===== src/core/kwd_pkg.sv =====
package kwd_pkg;

  // ----------------------------------------------------------------
  // counter geometry and timing, in machine cycles
  // ----------------------------------------------------------------
  localparam int KWD_CNT_W = 22;
  localparam int KWD_OVF_CYCLES = 4194304;
  localparam int KWD_RELOAD_W = 7;
  localparam int KWD_PULSE_EXP = 15;
  localparam int KWD_PULSE_CYCLES = 32768;
  localparam int KWD_MC_DIV = 12;

  // ----------------------------------------------------------------
  // register offsets
  // ----------------------------------------------------------------
  localparam logic [7:0] KWD_RELOAD_ADDR = 8'ha6;
  localparam logic [7:0] KWD_STATUS_ADDR = 8'ha7;
  localparam logic [7:0] KWD_CNT0_ADDR = 8'ha8;
  localparam logic [7:0] KWD_CNT1_ADDR = 8'ha9;
  localparam logic [7:0] KWD_CNT2_ADDR = 8'haa;
  localparam logic [7:0] KWD_KEY_ADDR = 8'hae;

  // ----------------------------------------------------------------
  // field values and positions
  // ----------------------------------------------------------------
  localparam logic [7:0] KWD_DISABLE_KEY = 8'h55;
  localparam logic [7:0] KWD_KEY_RESET = 8'h00;
  localparam int KWD_ST_EN_BIT = 0;
  localparam int KWD_ST_WDR_BIT = 1;

  // ----------------------------------------------------------------
  // control states
  // ----------------------------------------------------------------
  typedef enum logic [2:0] {
    KWD_ARMED = 3'b001,
    KWD_HALTED = 3'b010,
    KWD_FIRING = 3'b100
  } kwd_state_t;

endpackage


===== src/core/kwd_tick_div.sv =====
`timescale 1ns/10ps
module kwd_tick_div
#(
  parameter int DIV = 12
)
(
  // clock and reset
  input wire logic clk_i,
  input wire logic rst_i,
  // machine-cycle strobe
  output logic tick_o
);

  localparam int DW = $clog2(DIV);

  logic [DW-1:0] cnt;

  // ----------------------------------------------------------------
  // divider: one strobe per DIV clocks
  // ----------------------------------------------------------------
  always_ff @(posedge clk_i)
  begin
    if (rst_i)
    begin
      cnt <= '0;
      tick_o <= 1'b0;
    end
    else
    begin
      tick_o <= (cnt == DW'(DIV - 1));
      if (cnt == DW'(DIV - 1))
        cnt <= '0;
      else
        cnt <= cnt + DW'(1);
    end
  end

endmodule


===== src/core/kwd_pulse_stretch.sv =====
`timescale 1ns/10ps
module kwd_pulse_stretch
#(
  parameter int LEN = 32768
)
(
  // clock and reset
  input wire logic clk_i,
  input wire logic rst_i,
  // timing strobe and trigger
  input wire logic tick_i,
  input wire logic start_i,
  // stretched level
  output logic busy_o
);

  localparam int PW = $clog2(LEN) + 1;

  logic [PW-1:0] cnt;

  // ----------------------------------------------------------------
  // holds busy for LEN strobes after a start
  // ----------------------------------------------------------------
  always_ff @(posedge clk_i)
  begin
    if (rst_i)
    begin
      cnt <= '0;
      busy_o <= 1'b0;
    end
    else if (start_i && !busy_o)
    begin
      cnt <= '0;
      busy_o <= 1'b1;
    end
    else if (busy_o && tick_i)
    begin
      if (cnt == PW'(LEN - 1))
        busy_o <= 1'b0;
      cnt <= cnt + PW'(1);
    end
  end

endmodule


===== src/core/kwd_watchdog.sv =====
`timescale 1ns/10ps
module kwd_watchdog
  import kwd_pkg::*;
#(
  parameter int CNT_W = KWD_CNT_W,
  parameter int PULSE_CYCLES = KWD_PULSE_CYCLES,
  parameter int MC_DIV = KWD_MC_DIV
)
(
  // clock and reset
  input wire logic REF_CLK_I,
  input wire logic SYS_RST_I,
  // register port
  input wire logic [7:0] REG_ADDR_I,
  input wire logic [7:0] REG_WDATA_I,
  input wire logic REG_WR_I,
  input wire logic REG_RD_I,
  output logic [7:0] REG_RDATA_O,
  // reset and status
  output logic INT_RST_O,
  output logic WDG_ENABLED_O
);

  localparam int LOW_W = CNT_W - KWD_RELOAD_W;

  // ----------------------------------------------------------------
  // internal signals
  // ----------------------------------------------------------------
  logic mc_tick;
  logic pulse_busy;
  logic int_rst;
  logic [CNT_W-1:0] overflow_guard_timer;
  logic [CNT_W-1:0] next_timer;
  logic [7:0] guard_key_register;
  logic enabled;
  logic overflow;
  logic reload_wr;
  logic key_wr;
  logic status_wr;
  logic wdr_flag;
  logic [23:0] cnt_wide;
  logic [15:0] snap;
  logic [7:0] next_rdata;
  kwd_state_t state;
  kwd_state_t next_state;

  // ----------------------------------------------------------------
  // machine-cycle strobe and reset pulse
  // ----------------------------------------------------------------
  // the divider runs from the external reset only, so the machine
  // cycle keeps its rhythm through a watchdog reset
  kwd_tick_div #(
    .DIV(MC_DIV)
  ) u_tick (
    .clk_i(REF_CLK_I),
    .rst_i(SYS_RST_I),
    .tick_o(mc_tick)
  );

  // the stretcher must not be cleared by the reset it makes
  kwd_pulse_stretch #(
    .LEN(PULSE_CYCLES)
  ) u_pulse (
    .clk_i(REF_CLK_I),
    .rst_i(SYS_RST_I),
    .tick_i(mc_tick),
    .start_i(overflow),
    .busy_o(pulse_busy)
  );

  // one internal reset shared by every source
  assign int_rst = SYS_RST_I | pulse_busy;

  // ----------------------------------------------------------------
  // bus decode
  // ----------------------------------------------------------------
  assign reload_wr = REG_WR_I && (REG_ADDR_I == KWD_RELOAD_ADDR);
  assign key_wr = REG_WR_I && (REG_ADDR_I == KWD_KEY_ADDR);
  assign status_wr = REG_WR_I && (REG_ADDR_I == KWD_STATUS_ADDR);

  // ----------------------------------------------------------------
  // key register
  // ----------------------------------------------------------------
  // reset value is not the disable pattern, so the guard runs
  always_ff @(posedge REF_CLK_I)
  begin
    if (int_rst)
      guard_key_register <= KWD_KEY_RESET;
    else if (key_wr)
      guard_key_register <= REG_WDATA_I;
  end

  // only the one exact pattern stops counting
  assign enabled = (guard_key_register != KWD_DISABLE_KEY);

  // ----------------------------------------------------------------
  // control state
  // ----------------------------------------------------------------
  always_comb
  begin
    next_state = state;
    unique case (state)
      KWD_ARMED:
      begin
        if (overflow)
          next_state = KWD_FIRING;
        else if (!enabled)
          next_state = KWD_HALTED;
      end
      KWD_HALTED:
      begin
        if (enabled)
          next_state = KWD_ARMED;
      end
      KWD_FIRING:
      begin
        if (!pulse_busy && !overflow)
          next_state = KWD_ARMED;
      end
      default:
        next_state = KWD_ARMED;
    endcase
  end

  always_ff @(posedge REF_CLK_I)
  begin
    if (SYS_RST_I)
      state <= KWD_ARMED;
    else
      state <= next_state;
  end

  // ----------------------------------------------------------------
  // overflow detection
  // ----------------------------------------------------------------
  // last state of the full range reached and the next step would wrap;
  // a reload in the same cycle is the service and wins
  assign overflow = (state == KWD_ARMED) && enabled && mc_tick &&
                    !reload_wr && (&overflow_guard_timer);

  // ----------------------------------------------------------------
  // watchdog counter
  // ----------------------------------------------------------------
  always_comb
  begin
    next_timer = overflow_guard_timer;
    if (reload_wr)
      // low bits cleared, so zero clears everything
      next_timer = {REG_WDATA_I[KWD_RELOAD_W-1:0], {LOW_W{1'b0}}};
    else if (enabled && mc_tick)
      next_timer = overflow_guard_timer + CNT_W'(1);
  end

  // no idle input: the counter ignores the processor's sleep
  always_ff @(posedge REF_CLK_I)
  begin
    if (int_rst)
      overflow_guard_timer <= '0;
    else
      overflow_guard_timer <= next_timer;
  end

  // ----------------------------------------------------------------
  // reset cause flag
  // ----------------------------------------------------------------
  // survives the internal reset so boot code can tell why it started;
  // an overflow beats a clear in the same cycle
  always_ff @(posedge REF_CLK_I)
  begin
    if (SYS_RST_I)
      wdr_flag <= 1'b0;
    else if (overflow)
      wdr_flag <= 1'b1;
    else if (status_wr && REG_WDATA_I[KWD_ST_WDR_BIT])
      wdr_flag <= 1'b0;
  end

  // ----------------------------------------------------------------
  // counter snapshot
  // ----------------------------------------------------------------
  // reading the low byte freezes the upper bytes, so a multi-byte
  // read is coherent even while the counter moves
  assign cnt_wide = 24'(overflow_guard_timer);

  always_ff @(posedge REF_CLK_I)
  begin
    if (int_rst)
      snap <= '0;
    else if (REG_RD_I && (REG_ADDR_I == KWD_CNT0_ADDR))
      snap <= cnt_wide[23:8];
  end

  // ----------------------------------------------------------------
  // read data
  // ----------------------------------------------------------------
  always_comb
  begin
    next_rdata = 8'h00;
    if (REG_RD_I)
    begin
      unique case (REG_ADDR_I)
        KWD_KEY_ADDR:
          next_rdata = guard_key_register;
        KWD_STATUS_ADDR:
        begin
          next_rdata[KWD_ST_EN_BIT] = enabled;
          next_rdata[KWD_ST_WDR_BIT] = wdr_flag;
        end
        KWD_CNT0_ADDR:
          next_rdata = cnt_wide[7:0];
        KWD_CNT1_ADDR:
          next_rdata = snap[7:0];
        KWD_CNT2_ADDR:
          next_rdata = snap[15:8];
        // reload register is write-only and unmapped reads give zero
        default:
          next_rdata = 8'h00;
      endcase
    end
  end

  // data stand only in the cycle after the read strobe
  always_ff @(posedge REF_CLK_I)
  begin
    if (int_rst)
      REG_RDATA_O <= 8'h00;
    else
      REG_RDATA_O <= next_rdata;
  end

  // ----------------------------------------------------------------
  // outputs
  // ----------------------------------------------------------------
  // registered copy of the shared reset; lags the source by one clock
  always_ff @(posedge REF_CLK_I)
  begin
    if (SYS_RST_I)
      INT_RST_O <= 1'b1;
    else
      INT_RST_O <= pulse_busy;
  end

  always_ff @(posedge REF_CLK_I)
  begin
    if (int_rst)
      WDG_ENABLED_O <= 1'b1;
    else
      WDG_ENABLED_O <= (next_state != KWD_HALTED);
  end

endmodule


===== config.mk =====
export PLATFORM = sky130hd
export DESIGN_NAME = kwd_watchdog
export DESIGN_NICKNAME = d
export VERILOG_FILES = /design/src/core/kwd_pkg.sv /design/src/core/kwd_tick_div.sv /design/src/core/kwd_pulse_stretch.sv /design/src/core/kwd_watchdog.sv
export SDC_FILE = /design/constraint.sdc
export NUM_CORES = 1
export LEC_CHECK = 0
export BUFFER_PORTS_ARGS = -buffer_cell sky130_fd_sc_hd__buf_2
export CAP_MARGIN = 20
export CORE_ASPECT_RATIO = 0.8
export CORE_MARGIN = 4
export CORE_UTILIZATION = 45
export DETAILED_ROUTE_END_ITERATION = 7
export HOLD_SLACK_MARGIN = 0.03
export SLEW_MARGIN = 5
export SYNTH_ARGS = -nofsm -noshare
export SYNTH_HDL_FRONTEND = slang
export SYNTH_HIERARCHICAL = 1
export SYNTH_SLANG_ARGS = --single-unit
export TNS_END_PERCENT = 100

===== constraint.sdc =====
create_clock -name REF_CLK_I -period 6.1 [get_ports REF_CLK_I]
set_input_delay 0.305 -clock REF_CLK_I [delete_from_list [all_inputs] [get_ports REF_CLK_I]]
set_output_delay 0.305 -clock REF_CLK_I [all_outputs]
set_load 0.01 [all_outputs]

==> results of run 1 <==
[cells by family after synthesis]
kind of cell | synth area share [%]
AO/OA/AOI/OAI | 10.47
XOR/XNOR | 7.284
adder cells (fa/ha/maj) | 1.007
buffers and inverters | 3.961
flip-flops | 42.97
multiplexers | 4.230
AND/OR/NAND/NOR | 30.08
[per-stage QoR]
step                utilization, %  hold slack (ns)  power, mW  cell area [sq um]  setup slack [ns]
floorplan                        -           0.3741     0.5556               3727             4.094
global placement             48.78           0.4413     0.5676               3894             3.643
detailed placement           48.78           0.4448     0.5680               3894             3.597
CTS                          51.43           0.1480     0.9866               4105             3.592
global route                 51.46           0.1558      1.013               4108             3.442
finish                       51.46           0.1664     0.9740               4108             3.627
[cell usage after synthesis, types with 3 or more instances]
| master | number | area [sq um] |
|---|---|---|
| xnor2_1 | 22 | 192.7 |
| nor2b_1 | 6 | 37.54 |
| nor2_1 | 53 | 198.9 |
| o21ai_0 | 7 | 35.03 |
| clkbuf_1 | 9 | 33.78 |
| nor4b_4 | 3 | 71.32 |
| nand2_1 | 48 | 180.2 |
| buf_2 | 3 | 15.01 |
| or3_1 | 4 | 25.02 |
| xor2_1 | 9 | 78.83 |
| and4_1 | 5 | 43.79 |
| nand4_1 | 10 | 62.56 |
| o2bb2ai_1 | 7 | 61.31 |
| nand3_1 | 12 | 60.06 |
| mux2i_1 | 9 | 90.09 |
| a22oi_1 | 8 | 60.06 |
| buf_6 | 4 | 45.04 |
| and3_1 | 6 | 37.54 |
| a21oi_1 | 32 | 160.2 |
| inv_1 | 9 | 33.78 |
| nor4_1 | 7 | 43.79 |
| nor4_4 | 3 | 63.81 |
| dfxtp_1 | 80 | 1602 |
| and4bb_2 | 3 | 37.54 |
| mux2_2 | 6 | 67.56 |
| nor3_1 | 9 | 45.04 |
| ha_1 | 3 | 37.54 |
[sequential cells by signal, indices dropped and copies added, names as in the netlist]
name and cells:
overflow_guard_timer 22, u_pulse/cnt 16, snap 14, REG_RDATA_O 8, guard_key_register 8, u_tick/cnt 4, state 3, INT_RST_O 1
WDG_ENABLED_O 1, u_pulse/busy_o 1, u_tick/tick_o 1, wdr_flag 1
[worst max-delay path by stage]
stage                                startpoint              end  slack (ns)  cells after the start
after global placement            u_tick/tick_o  u_pulse/cnt[13]        3.64                      8
final                             u_tick/tick_o  u_pulse/cnt[13]        3.63                      8
after CTS                         u_tick/tick_o  u_pulse/cnt[13]        3.59                      8
after global routing              u_tick/tick_o  u_pulse/cnt[13]        3.44                      8
after floorplan           guard_key_register[1]  u_pulse/cnt[13]        4.09                     11
after detailed placement          u_tick/tick_o  u_pulse/cnt[13]        3.60                      8
[worst register-to-register path, delay by kind of cell, from the launching register on]
| kind | cells | cell delay, ns |
|---|---|---|
| AOI/OAI and AO/OA | 1 | 0.33 |
| DFF | 1 | 0.45 |
| and+or+nand+nor | 5 | 1.22 |
| buffers and inverters | 1 | 0.11 |
| muxes | 1 | 0.26 |
[layout make-up]
type	instances	area, sq um
inverter	9	33.78
tap	108	135.1
clock buffer	10	127.6
clock inverter	6	83.83
antenna	1	2.502
timing repair buffer	29	145.1
sequential	80	1602
multi-input combinational	304	1978
fill	790	3875
[layer usage]
layer / up-vias / part of all wire, %
met5: - / 0
met4: 0 / 1.8
met3: 11 / 3.8
met2: 55 / 43
met1: 1393 / 51
li1: 1490 / -
[power breakdown]
| group | internal, mW | leakage (nW) | total (mW) | switching, mW |
|---|---|---|---|---|
| clock network | 0.229 | 0.110 | 0.418 | 0.189 |
| registers | 0.524 | 0.645 | 0.525 | 0.00155 |
| logic | 0.00995 | 0.674 | 0.0304 | 0.0205 |
[cell usage in the layout, fill, tap and decap left out, drive strengths merged, types with 7 or more instances in the layout]
cell     count
a22oi        8
xor2         9
inv          9
clkbuf      10
nor2        53
mux2i        9
nand3       15
a21oi       32
o21ai        7
o2bb2ai      7
nor3         9
buf         29
dfxtp       80
nand4       11
xnor2       22
nor4        10
nand2       48
==> summary.json, run 1 <==
{
  "status": {"value": "finished clean"},
  "place.gp.congestion": {"value": 0.9003},
  "routed_wire_per_std_cell": {"value": 15.23, "unit": "microns"},
  "worst_setup_hold_path_clk_slew": {"value": 0.08, "unit": "ns"},
  "timing.max_cap.violations": {"value": 0},
  "regToRegStartpoint": {"value": "u_tick/tick_o"},
  "timing.critical_path.buf_inv": {"value": 1},
  "drive_above_1_share": {"value": 15.75, "unit": "%"},
  "cts_resized": {"value": 0},
  "cts_max_level": {"value": 3},
  "ctsLongestPathBuffers": {"value": 2},
  "placed_cells": {"value": 530},
  "worst_hold_path.endpoint": {"value": "overflow_guard_timer[18]"},
  "grt_most_used_layer": {"value": "met1"},
  "finalNetCount": {"value": 456},
  "hold_path.startpoint": {"value": "REG_WDATA_I[3]"},
  "period_needed": {"value": 2.473, "unit": "ns"},
  "timing_hold_violations_final": {"value": 0},
  "chipHeight": {"value": 89.40, "unit": "microns"},
  "antenna_found_initial": {"value": 1},
  "power.density_cell_area": {"value": 237.1, "unit": "mW/mm^2"},
  "worst_hold_path_depth": {"value": 2},
  "cts_root_buf": {"value": "clkbuf_8"},
  "async_flop_share": {"value": 0, "unit": "%"},
  "start_util": {"value": 46.69, "unit": "%"},
  "r2r-end": {"value": "u_pulse/cnt[13]"},
  "critPathRequiredTime": {"value": 6.35, "unit": "ns"},
  "grt.overflow.total": {"value": 0},
  "globalRouteMet1Util": {"value": 26.77, "unit": "%"},
  "grt_max_degree": {"value": 25},
  "port-buffer-count": {"value": 29},
  "synth_cells": {"value": 410},
  "avgViaCountPerCell": {"value": 5.391},
  "reg2reg_slack": {"value": 3.63, "unit": "ns"},
  "grt_pass1_wl": {"value": 13730, "unit": "microns"},
  "cts_tree": {"value": "built"},
  "grtUsageMet2": {"value": 26.09, "unit": "%"},
  "tns": {"value": 0, "unit": "ns"},
  "crit_path_max_fanout": {"value": 17},
  "grt_util_met3": {"value": 4.404, "unit": "%"},
  "drt_first_pass_iters": {"value": 4},
  "synthesis.yosys.warnings": {"value": 6},
  "period_share": {"value": 40.55, "unit": "%"},
  "timing.final.max_slew_violations": {"value": 0},
  "num_io_pins": {"value": 30},
  "detail-route-antenna-nets": {"value": 0},
  "dr_total_vias": {"value": 2949},
  "synth_edf_count": {"value": 0},
  "cts_buffers": {"value": 9},
  "critPathSlowestCell": {"value": "dfxtp_1"},
  "timing.critical_path.from_type": {"value": "register"},
  "ys.flop_type": {"value": "dfxtp_1"},
  "grt_pass1_vias": {"value": 2727},
  "layout-area-overhead-vs-synth": {"value": 10.20, "unit": "%"},
  "post-route-drc-count": {"value": 0},
  "synth_area_per_cell": {"value": 9.091, "unit": "sq um"},
  "timing.final.setup_violations": {"value": 0},
  "fp.dieArea": {"value": 0.009812, "unit": "sq mm"},
  "clock.fmax": {"value": 404.3, "unit": "MHz"},
  "clock-sinks": {"value": 80},
  "worst_path_largest_cell_delay": {"value": 0.45, "unit": "ns"},
  "timing.clock.skew": {"value": 0.007976, "unit": "ns"},
  "max_slew_margin": {"value": 42.83, "unit": "%"},
  "post_cts_buffers": {"value": 0},
  "clkLatencyLatePin": {"value": 0.35, "unit": "ns"},
  "timing.critical_path.max_delay_family": {"value": "simple AND/OR/NAND/NOR gates"},
  "worst_slew_pin_slew": {"value": 0.8555, "unit": "ns"},
  "synth.lib_cells_used.distinct": {"value": 53},
  "ff2ff_path_depth": {"value": 8},
  "core": {"value": 0.007983, "unit": "sq mm"},
  "synthesis.area": {"value": 0.003727, "unit": "sq mm"},
  "syn-num-nets": {"value": 433},
  "hold_path_class": {"value": "input port to register"},
  "crit_path_end_kind": {"value": "register"},
  "critical_path.cell_chain": {"value": "and3_1 > nand3_2 > nor3_1 > nand4_1 > inv_1 > a21o_2 > nor2_1 > mux2_2"},
  "yosysSeqAreaShare": {"value": 42.97, "unit": "%"},
  "drt-total-wl": {"value": 8333, "unit": "microns"},
  "detailed_place_hpwl": {"value": 5987, "unit": "microns"},
  "grt_util_all_layers": {"value": 18.39, "unit": "%"},
  "ir_worst_vdd": {"value": 0.0001752, "unit": "V"},
  "worst_ep_arrival_time": {"value": 2.72, "unit": "ns"},
  "rows": {"value": 29},
  "hold_buffer_count_at_cts": {"value": 0},
  "number_of_standard_cells_in_the_final_layout_excluding_fillers": {"value": 547},
  "grt_setup_unrepaired": {"value": "no"},
  "leakagePower": {"value": 1.429, "unit": "nW"},
  "postSynthRegisterBits": {"value": 80},
  "detailedRoute.firstIterationViolations": {"value": 138},
  "critical_path_class": {"value": "register to register"},
  "die_width": {"value": 109.8, "unit": "microns"}
}
Power figures use the tool's default switching activity.
==> run 2, diff against run 1 <==
--- a/config.mk
+++ b/config.mk
@@ -12,6 +12,7 @@
 export CORE_UTILIZATION = 45
 export DETAILED_ROUTE_END_ITERATION = 7
 export HOLD_SLACK_MARGIN = 0.03
+export PLACE_DENSITY = 0.65
 export SLEW_MARGIN = 5
 export SYNTH_ARGS = -nofsm -noshare
 export SYNTH_HDL_FRONTEND = slang
==> constraint.sdc (replaced) <==
create_clock -name REF_CLK_I -period 2.2 [get_ports REF_CLK_I]
set_input_delay 0.11 -clock REF_CLK_I [delete_from_list [all_inputs] [get_ports REF_CLK_I]]
set_output_delay 0.11 -clock REF_CLK_I [all_outputs]
set_load 0.01 [all_outputs]
==> run 2 against run 1 <==
  * Routed wire length increased by 4.9%
  * Clock power increased to 2.7 times the previous value
  * Power increased to 2.8 times the previous value
  * Fmax increased by 22%
  * Critical path depth increased by 1
  * Sequential power increased to 2.8 times the previous value
  * Critical endpoint unchanged
==> summary.json, run 2 (synthesis results as in run 1) <==
{
  "critical_path_source": {"value": "overflow_guard_timer[1]", "change": "was u_tick/tick_o"},
  "clock-sinks": {"value": 80, "change": "unchanged"},
  "flip_flop_and_latch_area": {"value": 0.001603, "unit": "sq mm", "change": "was 0.001602 sq mm"},
  "multiInputGateArea": {"value": 0.001979, "unit": "sq mm", "change": "was 0.001978 sq mm"},
  "regToRegStartpoint": {"value": "overflow_guard_timer[1]", "change": "was u_tick/tick_o"},
  "p_int": {"value": 2.104, "unit": "mW", "change": "was 0.7629 mW"},
  "detailed_place_hpwl": {"value": 6306, "unit": "microns", "change": "was 5987 microns"},
  "layout_commonest_cell": {"value": "dfxtp_1", "change": "unchanged"},
  "post-route-worst-setup-slack": {"value": 0.1745, "unit": "ns", "change": "was 3.627 ns"},
  "layout-area-overhead-vs-synth": {"value": 14.80, "unit": "%", "change": "was 10.20%"},
  "p_clk_share": {"value": 41.6, "unit": "%", "change": "was 42.9%"},
  "timing.critical_path.from_type": {"value": "register", "change": "unchanged"},
  "place.gp.congestion": {"value": 0.8833, "change": "was 0.9003"},
  "detailedPlace.worstSlack": {"value": 0.1495, "unit": "ns", "change": "was 3.597 ns"},
  "hold_path_class": {"value": "input port to register", "change": "unchanged"},
  "timing.max_cap.violations": {"value": 0, "change": "unchanged"},
  "p_seq_share": {"value": 54.4, "unit": "%", "change": "was 53.9%"},
  "rows": {"value": 29, "change": "unchanged"},
  "period_needed": {"value": 2.025, "unit": "ns", "change": "was 2.473 ns"},
  "nFillCells": {"value": 761, "change": "was 790"},
  "drive_above_1_share": {"value": 18.34, "unit": "%", "change": "was 15.75%"},
  "tns": {"value": 0, "unit": "ns", "change": "unchanged"},
  "worst_hold_path.endpoint": {"value": "REG_RDATA_O[1]", "change": "was overflow_guard_timer[18]"},
  "worst_path_largest_cell_delay": {"value": 0.39, "unit": "ns", "change": "was 0.45 ns"},
  "avgViaCountPerCell": {"value": 5.401, "change": "was 5.391"},
  "power.switching": {"value": 0.5760, "unit": "mW", "change": "was 0.2111 mW"},
  "grt_util_met3": {"value": 5.776, "unit": "%", "change": "was 4.404%"},
  "register_with_the_most_flip_flops": {"value": "overflow_guard_timer", "change": "unchanged"},
  "crit_path_max_fanout": {"value": 7, "change": "was 17"},
  "start_util": {"value": 46.69, "unit": "%", "change": "unchanged"},
  "critical_path_class": {"value": "register to register", "change": "unchanged"},
  "hold_path.startpoint": {"value": "REG_RD_I", "change": "was REG_WDATA_I[3]"},
  "cts_tree": {"value": "built", "change": "unchanged"},
  "antenna_found_initial": {"value": 0, "change": "was 1"},
  "clkLatencyLatePin": {"value": 0.36, "unit": "ns", "change": "was 0.35 ns"},
  "num_io_pins": {"value": 30, "change": "unchanged"},
  "grtUsageMet2": {"value": 29.09, "unit": "%", "change": "was 26.09%"},
  "grt.overflow.total": {"value": 0, "change": "unchanged"},
  "period_share": {"value": 92.07, "unit": "%", "change": "was 40.55%"},
  "detailedRoute.firstIterationViolations": {"value": 188, "change": "was 138"},
  "chipHeight": {"value": 89.40, "unit": "microns", "change": "unchanged"},
  "largest_reg_flops": {"value": 22, "change": "unchanged"},
  "fin_hold_ws": {"value": 0.08107, "unit": "ns", "change": "was 0.1664 ns"},
  "crit_path_end_kind": {"value": "register", "change": "unchanged"},
  "drt_first_pass_iters": {"value": 4, "change": "unchanged"},
  "drt-total-wl": {"value": 8743, "unit": "microns", "change": "was 8333 microns"},
  "netSwitchingFraction": {"value": 21.49, "unit": "%", "change": "was 21.67%"},
  "dr_total_vias": {"value": 3057, "change": "was 2,949"},
  "worst_hold_path_depth": {"value": 3, "change": "was 2"},
  "ctsLongestPathBuffers": {"value": 2, "change": "unchanged"},
  "power.density_cell_area": {"value": 626.2, "unit": "mW/mm^2", "change": "was 237.1 mW/mm^2"},
  "leakagePower": {"value": 1.525, "unit": "nW", "change": "was 1.429 nW"},
  "core": {"value": 0.007983, "unit": "sq mm", "change": "unchanged"},
  "grt_most_used_layer": {"value": "met2", "change": "was met1"},
  "grt_setup_unrepaired": {"value": "no", "change": "unchanged"},
  "grt_max_degree": {"value": 24, "change": "was 25"},
  "ff2ff_path_depth": {"value": 9, "change": "was 8"},
  "fp.dieArea": {"value": 0.009812, "unit": "sq mm", "change": "unchanged"},
  "post_cts_buffers": {"value": 0, "change": "unchanged"},
  "critPathRequiredTime": {"value": 2.45, "unit": "ns", "change": "was 6.35 ns"},
  "n_antenna_cell": {"value": 0, "change": "was 1"},
  "ir_worst_vdd": {"value": 0.0004238, "unit": "V", "change": "was 0.0001752 V"},
  "clock.fmax": {"value": 493.7, "unit": "MHz", "change": "was 404.3 MHz"},
  "grt_pass1_wl": {"value": 14660, "unit": "microns", "change": "was 13,730 microns"},
  "timing_hold_violations_final": {"value": 0, "change": "unchanged"},
  "routed_wire_per_std_cell": {"value": 15.45, "unit": "microns", "change": "was 15.23 microns"},
  "detail-route-antenna-nets": {"value": 0, "change": "unchanged"},
  "reg2reg_slack": {"value": 0.17, "unit": "ns", "change": "was 3.63 ns"},
  "layout_top_registers": {"value": "overflow_guard_timer x22, u_pulse/cnt x16, snap x14", "change": "unchanged"},
  "critical_path.cell_chain": {"value": "ha_1 > and3_2 > nand3_4 > nor3_1 > nand4_1 > inv_1 > a21o_2 > nor2_1 > mux2_2", "change": "was and3_1 > nand3_2 > nor3_1 > nand4_1 > inv_1 > a21o_2 > nor2_1 > mux2_2"},
  "cts_buffers": {"value": 9, "change": "unchanged"},
  "status": {"value": "finished clean", "change": "unchanged"},
  "finalNetCount": {"value": 477, "change": "was 456"},
  "timing.clock.skew": {"value": 0.009068, "unit": "ns", "change": "was 0.007976 ns"},
  "critPathSlowestCell": {"value": "dfxtp_1", "change": "unchanged"},
  "worst_ep_arrival_time": {"value": 2.28, "unit": "ns", "change": "was 2.72 ns"},
  "r2r-end": {"value": "u_pulse/cnt[13]", "change": "unchanged"},
  "globalRouteMet1Util": {"value": 27.01, "unit": "%", "change": "was 26.77%"},
  "timing.final.max_slew_violations": {"value": 0, "change": "unchanged"},
  "post-route-drc-count": {"value": 0, "change": "unchanged"},
  "pwr-share-comb": {"value": 4.1, "unit": "%", "change": "was 3.1%"},
  "max_slew_margin": {"value": 60.26, "unit": "%", "change": "was 42.83%"},
  "cts_max_level": {"value": 3, "change": "unchanged"},
  "worst_slew_pin_slew": {"value": 0.5956, "unit": "ns", "change": "was 0.8555 ns"},
  "cts_root_buf": {"value": "clkbuf_8", "change": "unchanged"},
  "grt_pass1_vias": {"value": 2924, "change": "was 2,727"},
  "die_width": {"value": 109.8, "unit": "microns", "change": "unchanged"},
  "port-buffer-count": {"value": 29, "change": "unchanged"},
  "most-common-layout-cells": {"value": "dfxtp_1 (79), nor2_1 (53), nand2_1 (48)", "change": "was dfxtp_1 (80), nor2_1 (53), nand2_1 (48)"},
  "worst_setup_hold_path_clk_slew": {"value": 0.08, "unit": "ns", "change": "about the same"},
  "grt_util_all_layers": {"value": 19.71, "unit": "%", "change": "was 18.39%"},
  "timing.final.setup_violations": {"value": 0, "change": "unchanged"}
}
-- run 2: changes by cell type in the layout (fill, tap and decap cells not counted), sizes merged --
cell,before,now
buf,29,42
clkbuf,10,12
dlygate4sd3,0,8
diode,1,0
clkinv,4,2
bufinv,2,1
-- run 2: worst max path at each step --
| stage | endpoint | slack (ns) | cells after the start |
|---|---|---|---|
| final | u_pulse/cnt[13] | 0.17 | 9 |
| after global routing | u_pulse/cnt[13] | 0.007 | 9 |
| after CTS | u_pulse/cnt[13] | 0.13 | 9 |
| after detailed placement | u_pulse/cnt[13] | 0.15 | 9 |
| after global placement | u_pulse/cnt[13] | 0.25 | 9 |
| after floorplan | u_pulse/cnt[13] | 0.19 | 11 |
-- run 2: through the flow --
step           util [%]  instance area (sq um)  power, mW  instances
2_1_floorplan         -                   3727      1.541        410
3_3_place_gp      50.00                   3991      1.586        543
3_5_place_dp      50.00                   3991      1.587        543
4_1_cts           53.57                   4277      2.713        566
5_1_grt           53.61                   4279      2.793        566
6_report          53.61                   4279      2.680        566
-- run 2: what timing repair did --
item	in CTS	in global routing
hold buffers	8	0
gates resized for setup	0	2
endpoints found under the hold margin	14	0
setup endpoints to repair	0	12
-- run 2: metal layers --
layer,share of wire (%),up-vias
met5,0,-
met4,1.7,0
met3,5.5,18
met2,44,62
met1,49,1442
li1,-,1535
-- run 2: layout make-up --
class,instances,share of cell area [%]
Inverter,9,0.7895
Sequential cell,80,37.46
Clock inverter,3,0.9357
Multi-Input combinational cell,304,46.26
Timing Repair Buffer,50,7.544
Tap cell,108,3.158
Clock buffer,12,3.860
-- run 2: worst max-delay path, delay by kind of cell (launching register included) --
kind                     cells  cell delay [ns]
flip-flops                   1             0.39
AO/OA/AOI/OAI                1             0.20
adder cells (fa/ha/maj)      1             0.20
multiplexers                 1             0.25
buffers and inverters        1             0.10
AND/OR/NAND/NOR              5             0.76
-- run 2: power groups by stage --
stage | Combinational [mW] | Clock, mW | Sequential [mW]
global placement | 0.0952 | 0 | 1.49
CTS | 0.108 | 1.15 | 1.46
floorplan | 0.0499 | 0 | 1.49
detailed placement | 0.0960 | 0 | 1.49
global route | 0.118 | 1.22 | 1.46
finish | 0.109 | 1.11 | 1.46
